**src/common/frame_map.svh**
```systemverilog
// register offsets, field positions, reset values and timing counts
`ifndef FRAME_MAP_SVH
`define FRAME_MAP_SVH

`define CTRL_OFS 8'h00
`define INTERVAL_OFS 8'h04
`define STATUS_OFS 8'h08
`define IRQ_STAT_OFS 8'h0C
`define IRQ_MASK_OFS 8'h10
`define DUMP_LO_OFS 8'h14
`define DUMP_HI_OFS 8'h18
`define DUMP_SYNC_OFS 8'h1C

`define CTRL_MODE_LSB 0
`define CTRL_MODE_MSB 1
`define CTRL_DUMP_BIT 4
`define CTRL_RESET 32'h0000_0000
`define INTERVAL_RESET 8'h30

`define IRQ_W 4
`define IRQ_REG_SENT 0
`define IRQ_QFULL 1
`define IRQ_LOCK_LOST 2
`define IRQ_DUMP_READY 3

`define SYNC_DATA 2'h1
`define SYNC_CTRL 2'h2
`define IDLE_CODE 8'h78
`define HEADER_PREFIX 7'h01

`define ST_READY 4'h0
`define ST_ERROR 4'h1
`define ST_WARN 4'h2
`define ST_BOTH 4'h3
`define ST_QFULL 4'h5
`define ST_NOLOCK 4'h6

`define FRAME_CYCLES 8'h10
`define PRBS7_SEED 7'h7F
`define PRBS31_SEED 31'h7FFF_FFFF
`define SCRAMBLE_SEED 58'h3FF_FFFF_FFFF_FFFF

`endif

```
**src/common/frame_pkg.sv**
```systemverilog
// types shared by the frame formatter and its helpers
package frame_pkg;
   typedef enum logic [1:0] {
      MODE_PROTOCOL,
      MODE_CLOCK,
      MODE_PRBS7,
      MODE_PRBS31
   } test_mode_t;

   typedef enum {
      FRAME_IDLE,
      FRAME_DATA,
      FRAME_REG
   } frame_kind_t;
endpackage : frame_pkg

```
**src/rtl/frame_scrambler.sv**
```systemverilog
// self-synchronous x^58+x^39+1 payload scrambler
`timescale 1ns/100ps
`include "frame_map.svh"
module frame_scrambler (
   input wire logic mclk,
   input wire logic rst_n,
   input wire logic step,
   input wire logic [63:0] plain,
   output logic [63:0] scrambled
);
   logic [57:0] state_reg;
   logic [57:0] state_next;
   logic [63:0] bits;

   always_comb begin
      state_next = state_reg;
      bits = '0;
      for (int i = 0; i < 64; i++) begin
         bits[i] = plain[i] ^ state_next[38] ^ state_next[57];
         state_next = {state_next[56:0], bits[i]};
      end
   end

   always_ff @(posedge mclk or negedge rst_n) begin
      if (!rst_n) begin
         state_reg <= `SCRAMBLE_SEED;
         scrambled <= '0;
      end else if (step) begin
         state_reg <= state_next;
         scrambled <= bits;
      end
   end
endmodule : frame_scrambler

```
**src/rtl/readout_frame_formatter.sv**
```systemverilog
// output frame builder: data, idle and register frames, test patterns
//
// Behaviour
// - register frames carry status 1 for error, 2 for warning, 3 both, 0 ready.
// - status 5 is sent while the trigger queue is full and the command input is locked; the controller then stops triggering.
// - status 6 is sent while the command input is unlocked; codes 7 to 15 are never sent.
// - a hit data frame holds two records, each a row and a four-column group.
// - event header records go out as data frames with sync 01, not command frames.
// - a header record is prefix 0000001, 5-bit trigger id, 5-bit tag, 15-bit crossing count.
// - any other first seven bits mean hit data: 16-bit address and four 4-bit charges.
// - record layouts apply before scrambling; the payload is scrambled on output.
// - from reset, without lock, idle and register frames still flow as a heartbeat.
// - a configuration mode replaces the protocol by clock, PRBS-7 or PRBS-31 patterns.
// - software can read the unencoded payload instead of the lanes.
// - a register frame is block code, two 10-bit address plus 16-bit value pairs, status.
// - a register frame goes out only after every programmed count of other frames.
// - sync 01 marks data frames, sync 10 marks register and idle frames.
`timescale 1ns/100ps
`include "frame_map.svh"
module readout_frame_formatter (
   input wire logic mclk,
   input wire logic rst_n,
   // apb slave
   input wire logic psel,
   input wire logic penable,
   input wire logic pwrite,
   input wire logic [7:0] paddr,
   input wire logic [31:0] pwdata,
   output logic [31:0] prdata,
   output logic pready,
   output logic pslverr,
   output logic irq,
   // record stream
   input wire logic rec_valid,
   output logic rec_ready,
   input wire logic rec_is_header,
   input wire logic [4:0] trigger_id,
   input wire logic [4:0] trigger_tag,
   input wire logic [14:0] bunch_crossing_count,
   input wire logic [15:0] pixel_group_addr,
   input wire logic [15:0] pixel_charges,
   // register frame content
   input wire logic [7:0] reg_block_code,
   input wire logic [9:0] reg_addr_a,
   input wire logic [15:0] reg_value_a,
   input wire logic [9:0] reg_addr_b,
   input wire logic [15:0] reg_value_b,
   output logic reg_taken,
   // status sources
   input wire logic error_event,
   input wire logic warning_event,
   input wire logic trigger_queue_full,
   input wire logic cmd_locked,
   // lane output
   output logic lane_valid,
   output logic [1:0] lane_sync,
   output logic [63:0] lane_data
);

   ////////////////////////////////////////////////////////////////////////
   // registers and frame timing state

   logic [31:0] ctrl_reg;
   logic [7:0] interval_reg;
   logic [`IRQ_W-1:0] irq_stat_reg;
   logic [`IRQ_W-1:0] irq_mask_reg;
   logic [63:0] dump_reg;
   logic [1:0] dump_sync_reg;
   logic dump_valid_reg;
   logic error_reg;
   logic warning_reg;
   logic qfull_d_reg;
   logic lock_d_reg;
   logic [7:0] tick_cnt_reg;
   logic [7:0] frame_cnt_reg;
   logic [31:0] slot_reg [2];
   logic [1:0] slot_full_reg;
   logic [63:0] plain_reg;
   logic [1:0] sync_reg;
   logic pending_reg;
   logic [1:0] mode;
   logic frame_tick;
   logic emit_tick;
   logic [63:0] scrambled;
   logic [65:0] pattern;
   logic [31:0] record;
   logic [3:0] status_code;
   logic [`IRQ_W-1:0] irq_events;
   logic wr_access;
   logic rd_setup;
   logic rd_access;
   logic addr_ok;
   frame_pkg::frame_kind_t kind;

   assign mode = ctrl_reg[`CTRL_MODE_MSB:`CTRL_MODE_LSB];

   ////////////////////////////////////////////////////////////////////////
   // apb slave: prdata is loaded at setup, so pready is high in access

   assign wr_access = psel && penable && pwrite;
   assign rd_setup = psel && !penable && !pwrite;
   assign rd_access = psel && penable && !pwrite;

   always_comb begin
      unique case (paddr)
         `CTRL_OFS, `INTERVAL_OFS, `STATUS_OFS, `IRQ_STAT_OFS,
         `IRQ_MASK_OFS, `DUMP_LO_OFS, `DUMP_HI_OFS,
         `DUMP_SYNC_OFS: addr_ok = 1'b1;
         default: addr_ok = 1'b0;
      endcase
   end

   assign pready = psel && penable;
   assign pslverr = psel && penable && !addr_ok;

   always_ff @(posedge mclk or negedge rst_n) begin
      if (!rst_n) begin
         prdata <= '0;
      end else if (rd_setup) begin
         unique case (paddr)
            `CTRL_OFS: prdata <= ctrl_reg;
            `INTERVAL_OFS: prdata <= {24'h00_0000, interval_reg};
            `STATUS_OFS: prdata <= {23'h00_0000, dump_valid_reg,
               cmd_locked, trigger_queue_full, warning_reg, error_reg,
               status_code};
            `IRQ_STAT_OFS: prdata <= {28'h000_0000, irq_stat_reg};
            `IRQ_MASK_OFS: prdata <= {28'h000_0000, irq_mask_reg};
            `DUMP_LO_OFS: prdata <= dump_reg[31:0];
            `DUMP_HI_OFS: prdata <= dump_reg[63:32];
            `DUMP_SYNC_OFS: prdata <= {30'h0000_0000, dump_sync_reg};
            default: prdata <= '0;
         endcase
      end
   end

   always_ff @(posedge mclk or negedge rst_n) begin
      if (!rst_n) begin
         ctrl_reg <= `CTRL_RESET;
         interval_reg <= `INTERVAL_RESET;
         irq_mask_reg <= '0;
      end else if (wr_access) begin
         if (paddr == `CTRL_OFS) begin
            ctrl_reg <= {27'h000_0000, pwdata[`CTRL_DUMP_BIT], 2'h0,
               pwdata[`CTRL_MODE_MSB:`CTRL_MODE_LSB]};
         end
         if (paddr == `INTERVAL_OFS) begin
            interval_reg <= pwdata[7:0];
         end
         if (paddr == `IRQ_MASK_OFS) begin
            irq_mask_reg <= pwdata[`IRQ_W-1:0];
         end
      end
   end

   ////////////////////////////////////////////////////////////////////////
   // interrupts: sticky status, write one to clear, set wins

   assign irq_events[`IRQ_REG_SENT] = emit_tick && kind == frame_pkg::FRAME_REG;
   assign irq_events[`IRQ_QFULL] = trigger_queue_full && !qfull_d_reg;
   assign irq_events[`IRQ_LOCK_LOST] = !cmd_locked && lock_d_reg;
   assign irq_events[`IRQ_DUMP_READY] = emit_tick && ctrl_reg[`CTRL_DUMP_BIT]
      && mode == 2'h0;

   always_ff @(posedge mclk or negedge rst_n) begin
      if (!rst_n) begin
         irq_stat_reg <= '0;
         qfull_d_reg <= 1'b0;
         lock_d_reg <= 1'b0;
      end else begin
         qfull_d_reg <= trigger_queue_full;
         lock_d_reg <= cmd_locked;
         irq_stat_reg <= (irq_stat_reg & ~((wr_access
            && paddr == `IRQ_STAT_OFS) ? pwdata[`IRQ_W-1:0] : '0))
            | irq_events;
      end
   end

   assign irq = |(irq_stat_reg & irq_mask_reg);

   ////////////////////////////////////////////////////////////////////////
   // status code, sticky error and warning

   always_comb begin
      if (!cmd_locked) begin
         status_code = `ST_NOLOCK;
      end else if (trigger_queue_full) begin
         status_code = `ST_QFULL;
      end else begin
         status_code = {2'h0, warning_reg, error_reg};
      end
   end

   always_ff @(posedge mclk or negedge rst_n) begin
      if (!rst_n) begin
         error_reg <= 1'b0;
         warning_reg <= 1'b0;
      end else begin
         if (error_event) begin
            error_reg <= 1'b1;
         end else if (emit_tick && kind == frame_pkg::FRAME_REG) begin
            error_reg <= 1'b0;
         end
         if (warning_event) begin
            warning_reg <= 1'b1;
         end else if (emit_tick && kind == frame_pkg::FRAME_REG) begin
            warning_reg <= 1'b0;
         end
      end
   end

   ////////////////////////////////////////////////////////////////////////
   // frame divider and register frame slotting

   assign frame_tick = tick_cnt_reg == `FRAME_CYCLES - 8'h01;

   always_ff @(posedge mclk or negedge rst_n) begin
      if (!rst_n) begin
         tick_cnt_reg <= '0;
      end else if (frame_tick) begin
         tick_cnt_reg <= '0;
      end else begin
         tick_cnt_reg <= tick_cnt_reg + 8'h01;
      end
   end

   // protocol frames are built even in test mode, so the slot count keeps
   // its phase when the pattern is switched off again
   assign emit_tick = frame_tick;

   always_comb begin
      if (frame_cnt_reg >= interval_reg) begin
         kind = frame_pkg::FRAME_REG;
      end else if (&slot_full_reg) begin
         kind = frame_pkg::FRAME_DATA;
      end else begin
         kind = frame_pkg::FRAME_IDLE;
      end
   end

   always_ff @(posedge mclk or negedge rst_n) begin
      if (!rst_n) begin
         frame_cnt_reg <= '0;
      end else if (emit_tick) begin
         if (kind == frame_pkg::FRAME_REG) begin
            frame_cnt_reg <= '0;
         end else begin
            frame_cnt_reg <= frame_cnt_reg + 8'h01;
         end
      end
   end

   ////////////////////////////////////////////////////////////////////////
   // record slots: two records pair into one data frame, first in high half

   always_comb begin
      if (rec_is_header) begin
         record = {`HEADER_PREFIX, trigger_id, trigger_tag,
            bunch_crossing_count};
      end else begin
         record = {pixel_group_addr, pixel_charges};
      end
   end

   // a hit address equal to the header prefix would be misread downstream
   assign rec_ready = !(&slot_full_reg) && (rec_is_header
      || pixel_group_addr[15:9] != `HEADER_PREFIX);

   always_ff @(posedge mclk or negedge rst_n) begin
      if (!rst_n) begin
         slot_full_reg <= '0;
         slot_reg[0] <= '0;
         slot_reg[1] <= '0;
      end else if (emit_tick && kind == frame_pkg::FRAME_DATA) begin
         slot_full_reg <= '0;
      end else if (rec_valid && rec_ready) begin
         if (!slot_full_reg[0]) begin
            slot_reg[0] <= record;
            slot_full_reg[0] <= 1'b1;
         end else begin
            slot_reg[1] <= record;
            slot_full_reg[1] <= 1'b1;
         end
      end
   end

   ////////////////////////////////////////////////////////////////////////
   // frame assembly before scrambling

   always_ff @(posedge mclk or negedge rst_n) begin
      if (!rst_n) begin
         plain_reg <= '0;
         sync_reg <= `SYNC_CTRL;
         pending_reg <= 1'b0;
         reg_taken <= 1'b0;
      end else begin
         pending_reg <= emit_tick;
         reg_taken <= emit_tick && kind == frame_pkg::FRAME_REG;
         if (emit_tick) begin
            unique case (kind)
               frame_pkg::FRAME_DATA: begin
                  sync_reg <= `SYNC_DATA;
                  plain_reg <= {slot_reg[0], slot_reg[1]};
               end
               frame_pkg::FRAME_REG: begin
                  sync_reg <= `SYNC_CTRL;
                  plain_reg <= {reg_block_code, reg_addr_a, reg_value_a,
                     reg_addr_b, reg_value_b, status_code};
               end
               frame_pkg::FRAME_IDLE: begin
                  sync_reg <= `SYNC_CTRL;
                  plain_reg <= {`IDLE_CODE, 56'h00_0000_0000_0000};
               end
            endcase
         end
      end
   end

   frame_scrambler u_scrambler (
      .mclk(mclk),
      .rst_n(rst_n),
      .step(pending_reg),
      .plain(plain_reg),
      .scrambled(scrambled)
   );

   test_pattern_gen u_pattern (
      .mclk(mclk),
      .rst_n(rst_n),
      .step(pending_reg),
      .mode(mode),
      .pattern(pattern)
   );

   ////////////////////////////////////////////////////////////////////////
   // lane output and unencoded dump for slow readout

   logic out_sync_reg;
   logic [1:0] sync_d_reg;

   always_ff @(posedge mclk or negedge rst_n) begin
      if (!rst_n) begin
         out_sync_reg <= 1'b0;
         sync_d_reg <= `SYNC_CTRL;
      end else begin
         out_sync_reg <= pending_reg;
         if (pending_reg) begin
            sync_d_reg <= sync_reg;
         end
      end
   end

   always_ff @(posedge mclk or negedge rst_n) begin
      if (!rst_n) begin
         lane_valid <= 1'b0;
      end else begin
         // lanes stay silent while slow readout owns the data
         lane_valid <= out_sync_reg && !ctrl_reg[`CTRL_DUMP_BIT];
      end
   end

   always_comb begin
      if (mode != 2'h0) begin
         lane_sync = pattern[65:64];
         lane_data = pattern[63:0];
      end else begin
         lane_sync = sync_d_reg;
         lane_data = scrambled;
      end
   end

   always_ff @(posedge mclk or negedge rst_n) begin
      if (!rst_n) begin
         dump_reg <= '0;
         dump_sync_reg <= '0;
         dump_valid_reg <= 1'b0;
      end else begin
         if (pending_reg && ctrl_reg[`CTRL_DUMP_BIT] && !dump_valid_reg) begin
            dump_valid_reg <= 1'b1;
         end else if (rd_access && paddr == `DUMP_HI_OFS) begin
            dump_valid_reg <= 1'b0;
         end
         // taken before scrambling; a frame that finds the dump full is lost
         if (pending_reg && ctrl_reg[`CTRL_DUMP_BIT] && !dump_valid_reg) begin
            dump_reg <= plain_reg;
            dump_sync_reg <= sync_reg;
         end
      end
   end

endmodule : readout_frame_formatter

```
**src/rtl/test_pattern_gen.sv**
```systemverilog
// fixed test sequences, 66 bits per frame step
`timescale 1ns/100ps
`include "frame_map.svh"
module test_pattern_gen (
   input wire logic mclk,
   input wire logic rst_n,
   input wire logic step,
   input wire logic [1:0] mode,
   output logic [65:0] pattern
);
   logic [6:0] p7_reg;
   logic [30:0] p31_reg;
   logic [6:0] p7_next;
   logic [30:0] p31_next;
   logic [65:0] p7_bits;
   logic [65:0] p31_bits;

   always_comb begin
      p7_next = p7_reg;
      p31_next = p31_reg;
      p7_bits = '0;
      p31_bits = '0;
      for (int i = 65; i >= 0; i--) begin
         p7_next = {p7_next[5:0], p7_next[6] ^ p7_next[5]};
         p31_next = {p31_next[29:0], p31_next[30] ^ p31_next[27]};
         p7_bits[i] = p7_next[0];
         p31_bits[i] = p31_next[0];
      end
   end

   always_ff @(posedge mclk or negedge rst_n) begin
      if (!rst_n) begin
         p7_reg <= `PRBS7_SEED;
         p31_reg <= `PRBS31_SEED;
         pattern <= '0;
      end else if (step) begin
         p7_reg <= p7_next;
         p31_reg <= p31_next;
         unique case (frame_pkg::test_mode_t'(mode))
            frame_pkg::MODE_CLOCK: pattern <= {33{2'h2}};
            frame_pkg::MODE_PRBS7: pattern <= p7_bits;
            frame_pkg::MODE_PRBS31: pattern <= p31_bits;
            frame_pkg::MODE_PROTOCOL: pattern <= '0;
         endcase
      end
   end
endmodule : test_pattern_gen
```
**config.mk**
```make
export PLATFORM = sky130hd
export DESIGN_NAME = readout_frame_formatter
export DESIGN_NICKNAME = d
export VERILOG_FILES = /design/src/common/frame_pkg.sv /design/src/rtl/frame_scrambler.sv /design/src/rtl/readout_frame_formatter.sv /design/src/rtl/test_pattern_gen.sv
export VERILOG_INCLUDE_DIRS = /design/src /design/src/common
export SDC_FILE = /design/constraint.sdc
export NUM_CORES = 1
export LEC_CHECK = 0
export BUFFER_PORTS_ARGS = -buffer_cell sky130_fd_sc_hd__buf_2
export CAP_MARGIN = 15
export CORE_MARGIN = 3
export CORE_UTILIZATION = 50
export DETAILED_ROUTE_END_ITERATION = 8
export HOLD_SLACK_MARGIN = 0.08
export PLACE_DENSITY = 0.81
export SLEW_MARGIN = 20
export SYNTH_ARGS = -nofsm -noshare
export SYNTH_HDL_FRONTEND = slang
export SYNTH_SLANG_ARGS = --single-unit
```
**constraint.sdc**
```tcl
create_clock -name mclk -period 3.7 [get_ports mclk]
set_input_delay 0.185 -clock mclk [delete_from_list [all_inputs] [get_ports mclk]]
set_output_delay 0.185 -clock mclk [all_outputs]
set_load 0.005 [all_outputs]
```
# Word-level counts from Yosys, hierarchy flattened

Memory sizes are Yosys's and may differ from the RTL's.
Index checks and enable logic that the tools add are counted.

Register bits: 502
Memory bits (read-only): 32
Input port bits: 168
Output and inout bits: 104
Word-level logic and storage cells: 386
Memories kept: 1

Memory list:

| memory           | words | width | rd ports | clocked after Yosys merged registers in | write ports | line                           | text |
|---|---|---|---|---|---|---|---|
| (name not given) | 32    | 1     | 1        | 0                                       | 0           | readout_frame_formatter.sv:105 | `unique case (paddr)` |

Add/sub/neg operators: 2
Order comparisons: 1
Equal/unequal tests: 16
Mux-type cells: 23
Bitwise logic cells: 266
Reductions and logical operators: 47

Operator list:

| kind                                                  | number |
|---|---|
| one-hot mux 66 bit (4 select lines)                   | 1 |
| bitwise XOR 1 bit                                     | 260 |
| one-hot mux 32 bit (8 select lines)                   | 1 |
| one-hot mux 64 bit (3 select lines)                   | 1 |
| equality test 32 x 2 -> 1 bit (second input constant) | 2 |
| 2-to-1 mux 64 bit                                     | 1 |
| equality test 32 x 1 -> 1 bit (second input constant) | 1 |
| equality test 32 x 3 -> 1 bit (second input constant) | 1 |
| equality test 8 x 5 -> 1 bit (second input constant)  | 4 |
| logical NOT 32 bit                                    | 1 |
| 2-to-1 mux 32 bit                                     | 1 |
| equality test 8 x 4 -> 1 bit (second input constant)  | 3 |
| logical AND 1 bit                                     | 19 |
| adder 8 x 1 -> 8 bit (second input constant)          | 2 |
| 2-to-1 mux 8 bit                                      | 2 |
| nonzero test 2 bit                                    | 6 |
| AND reduction 2 bit                                   | 5 |
| bitwise AND 4 bit                                     | 2 |
| equality test 8 x 3 -> 1 bit (second input constant)  | 1 |
| greater-or-equal comparator 8 bit                     | 1 |
| logical NOT 1 bit                                     | 8 |
| logical NOT 8 bit                                     | 1 |
| 2-to-1 mux 1 bit                                      | 8 |
| 2-to-1 mux 2 bit                                      | 4 |
| other kinds (15)                                      | 19 |

# Logic depth before layout (Yosys ltp)

Gate-level depths: netlist of the first run.

Depth in word-level cells: 12
Mapped depth: 9
Gate-level depth less buffers: 7

# Cells and area by module

A second synthesis of the first run with hierarchy kept.

Cell total of the unflattened synthesis: 2,410
Area total of the unflattened synthesis: 25,535.7 um2

By module, submodules not included:

| module                  | instances | cells each | area an instance (um2) | sequential area each (um2) |
|---|---|---|---|---|
| readout_frame_formatter | 1         | 1,285      | 13,311.5               | 6,911.6 |
| frame_scrambler         | 1         | 509        | 6,195.9                | 3,125.5 |
| test_pattern_gen        | 1         | 616        | 6,028.3                | 2,650.0 |

# Least setup slack after synthesis of the first run

OpenSTA, ideal clock, no wires.

Path type: register to register
Start point: reg interval_reg[4]
End point: reg plain_reg[30]
Setup time: 0.126 ns
Arrival time: 2.266 ns
Required time: 3.574 ns
Slack: 1.308 ns
Stages on the path, launching flop included: 10
Buffers on the path: 2
Clock period less this slack: 2.392 ns
Cells stage by stage: dfstp_2 -> inv_1 -> ha_1 -> a21o_1 -> a2111oi_4 -> o21a_4 -> nor3_4 -> buf_4 -> buf_6 -> a221o_1

Longest elaborated chain between the ends: 4
Elaborated cells on any way between the ends: 6
Classes of those cells: order compare (1); eq/ne (2); mux (2); reduce/logical (1)

Ends and longest elaborated chain:

| item                                                        | line                           | text |
|---|---|---|
| from (decl)                                                 | readout_frame_formatter.sv:64  | `logic [7:0] interval_reg;` |
| from (signal assigned)                                      | readout_frame_formatter.sv:139 | `` interval_reg <= `INTERVAL_RESET; `` |
| from (signal assigned)                                      | readout_frame_formatter.sv:147 | `interval_reg <= pwdata[7:0];` |
| greater-or-equal comparator 8 bit *                         | readout_frame_formatter.sv:231 | `if (frame_cnt_reg >= interval_reg) begin` |
| 2-to-1 mux 2 bit *                                          | readout_frame_formatter.sv:231 |  |
| equality test 32 x 2 -> 1 bit, or another cell as far along | readout_frame_formatter.sv:299 | `unique case (kind)` |
| one-hot mux 64 bit (3 select lines) *                       | readout_frame_formatter.sv:299 |  |
| to (signal assigned)                                        | readout_frame_formatter.sv:302 | `plain_reg <= {slot_reg[0], slot_reg[1]};` |
| to (signal assigned)                                        | readout_frame_formatter.sv:306 | `plain_reg <= {reg_block_code, reg_addr_a, reg_value_a,` |
| to (signal assigned)                                        | readout_frame_formatter.sv:311 | `` plain_reg <= {`IDLE_CODE, 56'h00_0000_0000_0000}; `` |
| to (decl)                                                   | readout_frame_formatter.sv:78  | `logic [63:0] plain_reg;` |

Every way passes the cells marked *; elsewhere a longest branch is shown, timed or not.
A chain may end at the register's enable or synchronous reset.

# Final worst setup path of the first run

Start point: reg interval_reg[4]
End point: reg plain_reg[9]

The elaborated chain is that of the path after synthesis.

==> results.cfg, run 1 <==
[global_route]
grt_pass1_wl_um = 115000
grt_max_degree = 104
antenna_found_initial = 5
globalRouteOverflowTotal = 0
grtUsageMet1_pct = 40.2
grt_use_met3_pct = 5.93
grt-busiest-layer = met2
grt_pass1_vias = 19299
track_usage_pct = 29.4
grt.met2_usage_pct = 46.6

[logic_synthesis]
synth_flop_cell = dfrtp_1
seq_area_frac_synth_pct = 52.7
avgSynthCellArea_sq_um = 10.6
yosys_warnings = 0
synth_edf_count = 0
synth_cell_types = 67
synth_seq_cells = 502
syn-instance-count = 2275
netlist_area_sq_mm = 0.0241
async_reset_ff_share_pct = 100
syn_nets = 2453

[clock_tree]
path_clk_slew_ns = 0.07
cts.repair.resized = 0
htreeDepth = 2
cts_num_sinks = 502
cts-root-buf = clkbuf_16
cts_buffer_depth = 3
tritoncts = yes
clk_latency_ns = 0.61
cts_buffers = 51

[setup_path]
cpPeakStageDelay_ns = 0.69
crit_cells = 7
end_kind = flip-flop
worstPathCellList = inv_1 > ha_1 > a21o_1 > a2111oi_4 > o21a_4 > o211a_4 > a221o_1
cp_slowest_cell = o211a_4
r2r_cells = 7
critPathMaxFanout = 67
cp.required_ns = 4.23
worst-setup-path-type = reg -> reg
start_kind = flip-flop
path_buf_inv = 1
reg2reg_from = interval_reg[4]$_DFFE_PN1P_
crit_arrival_ns = 3.36
crit_start = interval_reg[4]$_DFFE_PN1P_
path_delay_family = compound AO/OA/AOI/OAI gates

[finish]
drive_gt1_share_pct = 24.4
layout-area-overhead-vs-synth_pct = 19.7
final_common_cell = dfrtp_1
largest-register = u_pattern.pattern
largest_reg_flops = 66
final_nets = 2760
layout_common_cells = dfrtp_1 (400), buf_2 (246), o21ai_0 (244), nand2_1 (240), xnor2_1 (223)

[power_and_ir_drop]
pwr-share-seq_pct = 44.5
clockPowerShare_pct = 28.4
p_leak_uw = 0.0133
internal-power_uw = 12600
p_switching_uw = 6460
vdd_drop_max_mv = 0.396
powerDensity_mw_per_mm2 = 663
netSwitchingFraction_pct = 33.8
p_comb_share_pct = 27.1

[detailed_routing]
vias = 19183
routedWlPerCell_um = 23.1
dr.pass1.iters = 7
drt-initial-drc-count = 1898
wirelength_um = 74800
antenna_left = 0
drc = 0
via_per_inst = 5.93

[worst_hold_path]
worstHoldPathCells = 5
hp-class = in -> reg
min_from = paddr[5]

[sta]
skew_ns = 0.0240
fmax_mhz = 354
finalHoldViolations = 0
worst_slew_margin_rel_pct = 32.3
rsz0062_at_grt = false
final.setup.worst_slack_ns = 0.877
final_max_slew_viol_count = 0
worst_slew_pin_slew_ns = 1.01
finalSetupTns_ns = 0
setup_violations = 0
finalCriticalPeriod_ns = 2.82
period_share_pct = 76.3

[flow_run]
cap_violations = 0

[floorplanning]
rows = 79
start_util_pct = 51.2
fp.dieH_um = 225
ios = 272
coreArea_sq_mm = 0.0471
fp.dieW_um = 225
dieArea_sq_mm = 0.0508

[place]
portBuffers = 247
hpwl_um = 51100
preCtsSetupSlack_ns = 0.971
gp_congestion = 0.966

[status]
status = completed
-- synthesized netlist by cell type, drive strengths merged (11+ instances only) --
master / count / area, sq um
mux2i: 31 / 310
a221o: 60 / 601
inv: 150 / 563
nand2b: 11 / 68.8
xor2: 48 / 428
nand3: 12 / 60.1
mux2: 155 / 1750
o21ai: 252 / 1260
dfstp: 100 / 2630
xnor2: 225 / 1990
nand2: 240 / 901
dfrtp: 402 / 10100
buf: 58 / 349
nor2: 83 / 312
o2bb2ai: 14 / 123
a22oi: 34 / 255
a22o: 15 / 131
a21oi: 98 / 490
and2: 68 / 425
clkbuf: 105 / 394
-- power groups by stage --
stage / combinational [uW] / sequential (uW) / clock, uW
finish: 5170 / 8500 / 5420
global route: 5590 / 8570 / 5700
CTS: 5110 / 8390 / 5460
detailed placement: 4920 / 8460 / 0
global placement: 4780 / 8390 / 0
floorplan: 3440 / 7710 / 0
-- tightest hold or removal path, cell delays in order --
cell     delay [ns]
buf_2          0.11
nor4_1         0.07
nand4_1        0.09
o221a_2        0.17
o21ai_1        0.06
-- cell type report --
type / count / area (sq um)
flip-flops and latches: 502 / 12700
well taps: 607 / 759
multi-input cells: 1460 / 10100
fillers: 3614 / 18200
inverters: 150 / 563
clock inverters: 28 / 323
diodes: 3 / 7.51
clock buffers: 66 / 1430
repair buffers: 417 / 2930
-- worst paths after layout --
kind | to | slack, ns
min reg2reg | lane_valid$_DFF_PN0_ | 0.45
min | prdata[4]$_DFFE_PN0P_ | 0.11
max in group asynchronous | plain_reg[0]$_DFFE_PN0P_ | 2.46
min in group asynchronous | u_scrambler.scrambled[28]$_DFFE_PN0P_ | 0.24
max | plain_reg[9]$_DFFE_PN0P_ | 0.88
max reg2reg | plain_reg[9]$_DFFE_PN0P_ | 0.88
-- per-layer routing --
metal / share of wire [%] / vias up
li1: - / 8345
met1: 40 / 9544
met2: 46 / 1080
met3: 9.4 / 204
met4: 4.1 / 10
met5: 0.091 / -
-- repair_timing --
item	in CTS	in global routing
hold buffers	142	0
endpoints found under the hold margin	217	0
buffers inserted	0	0
-- metrics by stage --
stage,hold WS (ns),power [uW],area [sq um],util (%),cells
CTS,0.0807,19000,28800,61.2,3230
finish,0.111,19100,28800,61.2,3233
floorplan,-0.111,11100,24100,-,2275
global route,0.110,19900,28800,61.2,3230
detailed placement,0.283,13400,25600,54.4,2994
global placement,0.276,13200,25600,54.4,2994
-- cells by family (layout without fill, tap and decap cells) --
| family | Yosys count | in the layout | synth area share, % |
|---|---|---|---|
| buf+inv | 313 | 661 | 5.43 |
| flops | 502 | 502 | 52.7 |
| compound gates | 543 | 543 | 14.4 |
| xor+xnor | 274 | 274 | 10.1 |
| other cells | 0 | 3 | 0 |
| simple gates | 447 | 447 | 8.27 |
| mux | 186 | 186 | 8.54 |
| fa+ha+maj | 10 | 10 | 0.520 |
Power figures use the tool's default switching activity.
==> run 2: changes to the inputs <==
Settings changed: PLACE_DENSITY 0.81 to 0.84.
Clock period 3.7 ns to 2.3 ns, I/O delays scaled along.
==> run 2 against run 1 <==
  * Flip-flop and latch count did not move
  * Sequential power rose by 61%
  * Via count rose by 3.5%
  * Final cell count rose by 2.2%
  * Setup slack got worse by 0.94 ns
  * Register-to-register slack got worse by 0.94 ns
  * Hold slack improved by 0.022 ns
  * Critical path depth rose by 1
  * The flow now finishes with violations (negative setup slack)
  * Critical path type unchanged
==> results.cfg, run 2 (same netlist as run 1, synthesis figures left out) <==
[place]
gp_congestion = 0.954
hpwl_um = 54100
placedInstanceArea_sq_mm = 0.0263
portBuffers = 247

[global_route]
track_usage_pct = 31.4
antenna_found_initial = 6
grt_pass1_vias = 20286
grt_max_degree = 180
globalRouteOverflowTotal = 0
grt_pass1_wl_um = 122000

[clock_tree]
cts-root-buf = clkbuf_16
cts_num_sinks = 502
path_clk_slew_ns = 0.06
cts_buffers = 51
cts_buffer_depth = 3
htreeDepth = 2
tritoncts = yes
clk_latency_ns = 0.63

[setup_path]
crit_arrival_ns = 2.85
cp.required_ns = 2.79
start_kind = flip-flop
r2r_end = plain_reg[56]$_DFFE_PN0P_
worst-setup-path-type = reg -> reg
rrSetupSlack_ns = -0.06
r2r_cells = 8
reg2reg_from = interval_reg[4]$_DFFE_PN1P_
critPathMaxFanout = 32
end_kind = flip-flop

[power_and_ir_drop]
powerDensity_mw_per_mm2 = 1060
vdd_drop_max_mv = 0.684
p_leak_uw = 0.0137

[status]
violations = negative setup slack
status = finished, violations left

[finish]
stdcell_area_sq_mm = 0.0297
layout-area-overhead-vs-synth_pct = 23.3
drive_gt1_share_pct = 26.1
final_common_cell = dfrtp_1
layout_common_cells = dfrtp_1 (400), buf_2 (247), o21ai_0 (243), nand2_1 (240), xnor2_1 (223)
final_nets = 2829
largest-register = u_pattern.pattern
largest_reg_flops = 66
final_util_pct = 63.1

[sta]
final.setup.worst_slack_ns = -0.0624
fmax_mhz = 423
skew_ns = 0.0330
setup_violations = 21
rsz0062_at_grt = true
period_share_pct = 103
finalHoldViolations = 0
final_max_slew_viol_count = 0
finalCriticalPeriod_ns = 2.36
worst_slew_pin_slew_ns = 0.762
worst_slew_margin_rel_pct = 48.8

[flow_run]
cap_violations = 0

[detailed_routing]
wirelength_um = 79800
drt-initial-drc-count = 2216
antenna_left = 0
drc = 0
routedWlPerCell_um = 24.2
via_per_inst = 6.01
vias = 19848
dr.pass1.iters = 6

[floorplanning]
ios = 272
start_util_pct = 51.2
rows = 79
coreArea_sq_mm = 0.0471
fp.dieH_um = 225
fp.dieW_um = 225
dieArea_sq_mm = 0.0508

[worst_hold_path]
hp-class = in -> async
## run 2: worst max-delay path: stages (launching register included)
cell,delay [ns]
dfstp_2,0.55
inv_2,0.05
ha_4,0.21
a21o_1,0.20
a2111oi_4,0.31
o21a_4,0.22
nor3_4,0.09
buf_12,0.20
a221o_1,0.40
## run 2: metal layers
layer  track usage, %  share of wire (%)
met1             41.9                 40
met4             14.3                5.2
met2             50.7                 47
met3             5.16                8.7
met5                0              0.013
## run 2: what timing repair did
| action | 4_1_cts | 5_1_grt |
|---|---|---|
| gates resized for setup | 5 | 2 |
| hold buffers | 147 | 0 |
| endpoints found under the hold margin | 561 | 0 |
| gates cloned | 2 | 0 |
| pin swaps | 3 | 9 |
| buffers inserted | 3 | 1 |
| endpoints found under the setup margin | 119 | 56 |
## run 2: power by group
group	switching (uW)	internal [uW]	total, uW
clock network	3780	5290	9070
registers	2490	11200	13700
logic	4490	4140	8620
total	10800	20600	31400
## run 2: worst max path at each step
stage | from | to | depth (start not counted)
final | interval_reg[4]$_DFFE_PN1P_ | plain_reg[56]$_DFFE_PN0P_ | 8
after global routing | interval_reg[4]$_DFFE_PN1P_ | plain_reg[56]$_DFFE_PN0P_ | 8
after CTS | interval_reg[4]$_DFFE_PN1P_ | plain_reg[16]$_DFFE_PN0P_ | 8
after detailed placement | interval_reg[4]$_DFFE_PN1P_ | plain_reg[16]$_DFFE_PN0P_ | 8
after global placement | interval_reg[4]$_DFFE_PN1P_ | plain_reg[52]$_DFFE_PN0P_ | 8
after floorplan | interval_reg[4]$_DFFE_PN1P_ | plain_reg[30]$_DFFE_PN0P_ | 9
## run 2: area by class of cell
cell class | count | area, sq um
clock inverter | 21 | 310
inverter | 150 | 563
fill | 3440 | 17400
multi-input combinational | 1460 | 10100
tap | 607 | 759
sequential | 502 | 12700
clock buffer | 75 | 1520
timing repair buffer | 486 | 3720
antenna | 3 | 7.51
## run 2: per-stage QoR
step           power [uW]  cells  setup TNS, ns  worst slack [ns]  hold WS, ns
2_1_floorplan       17900   2275         -0.317           -0.0106       -0.181
3_3_place_gp        21300   3052         -0.588           -0.0195        0.160
3_5_place_dp        21700   3052          -1.05           -0.0578        0.168
4_1_cts             31000   3300        -0.0816           -0.0261        0.181
5_1_grt             32500   3303          -2.85            -0.113        0.201
6_report            31400   3304         -0.399           -0.0624        0.132
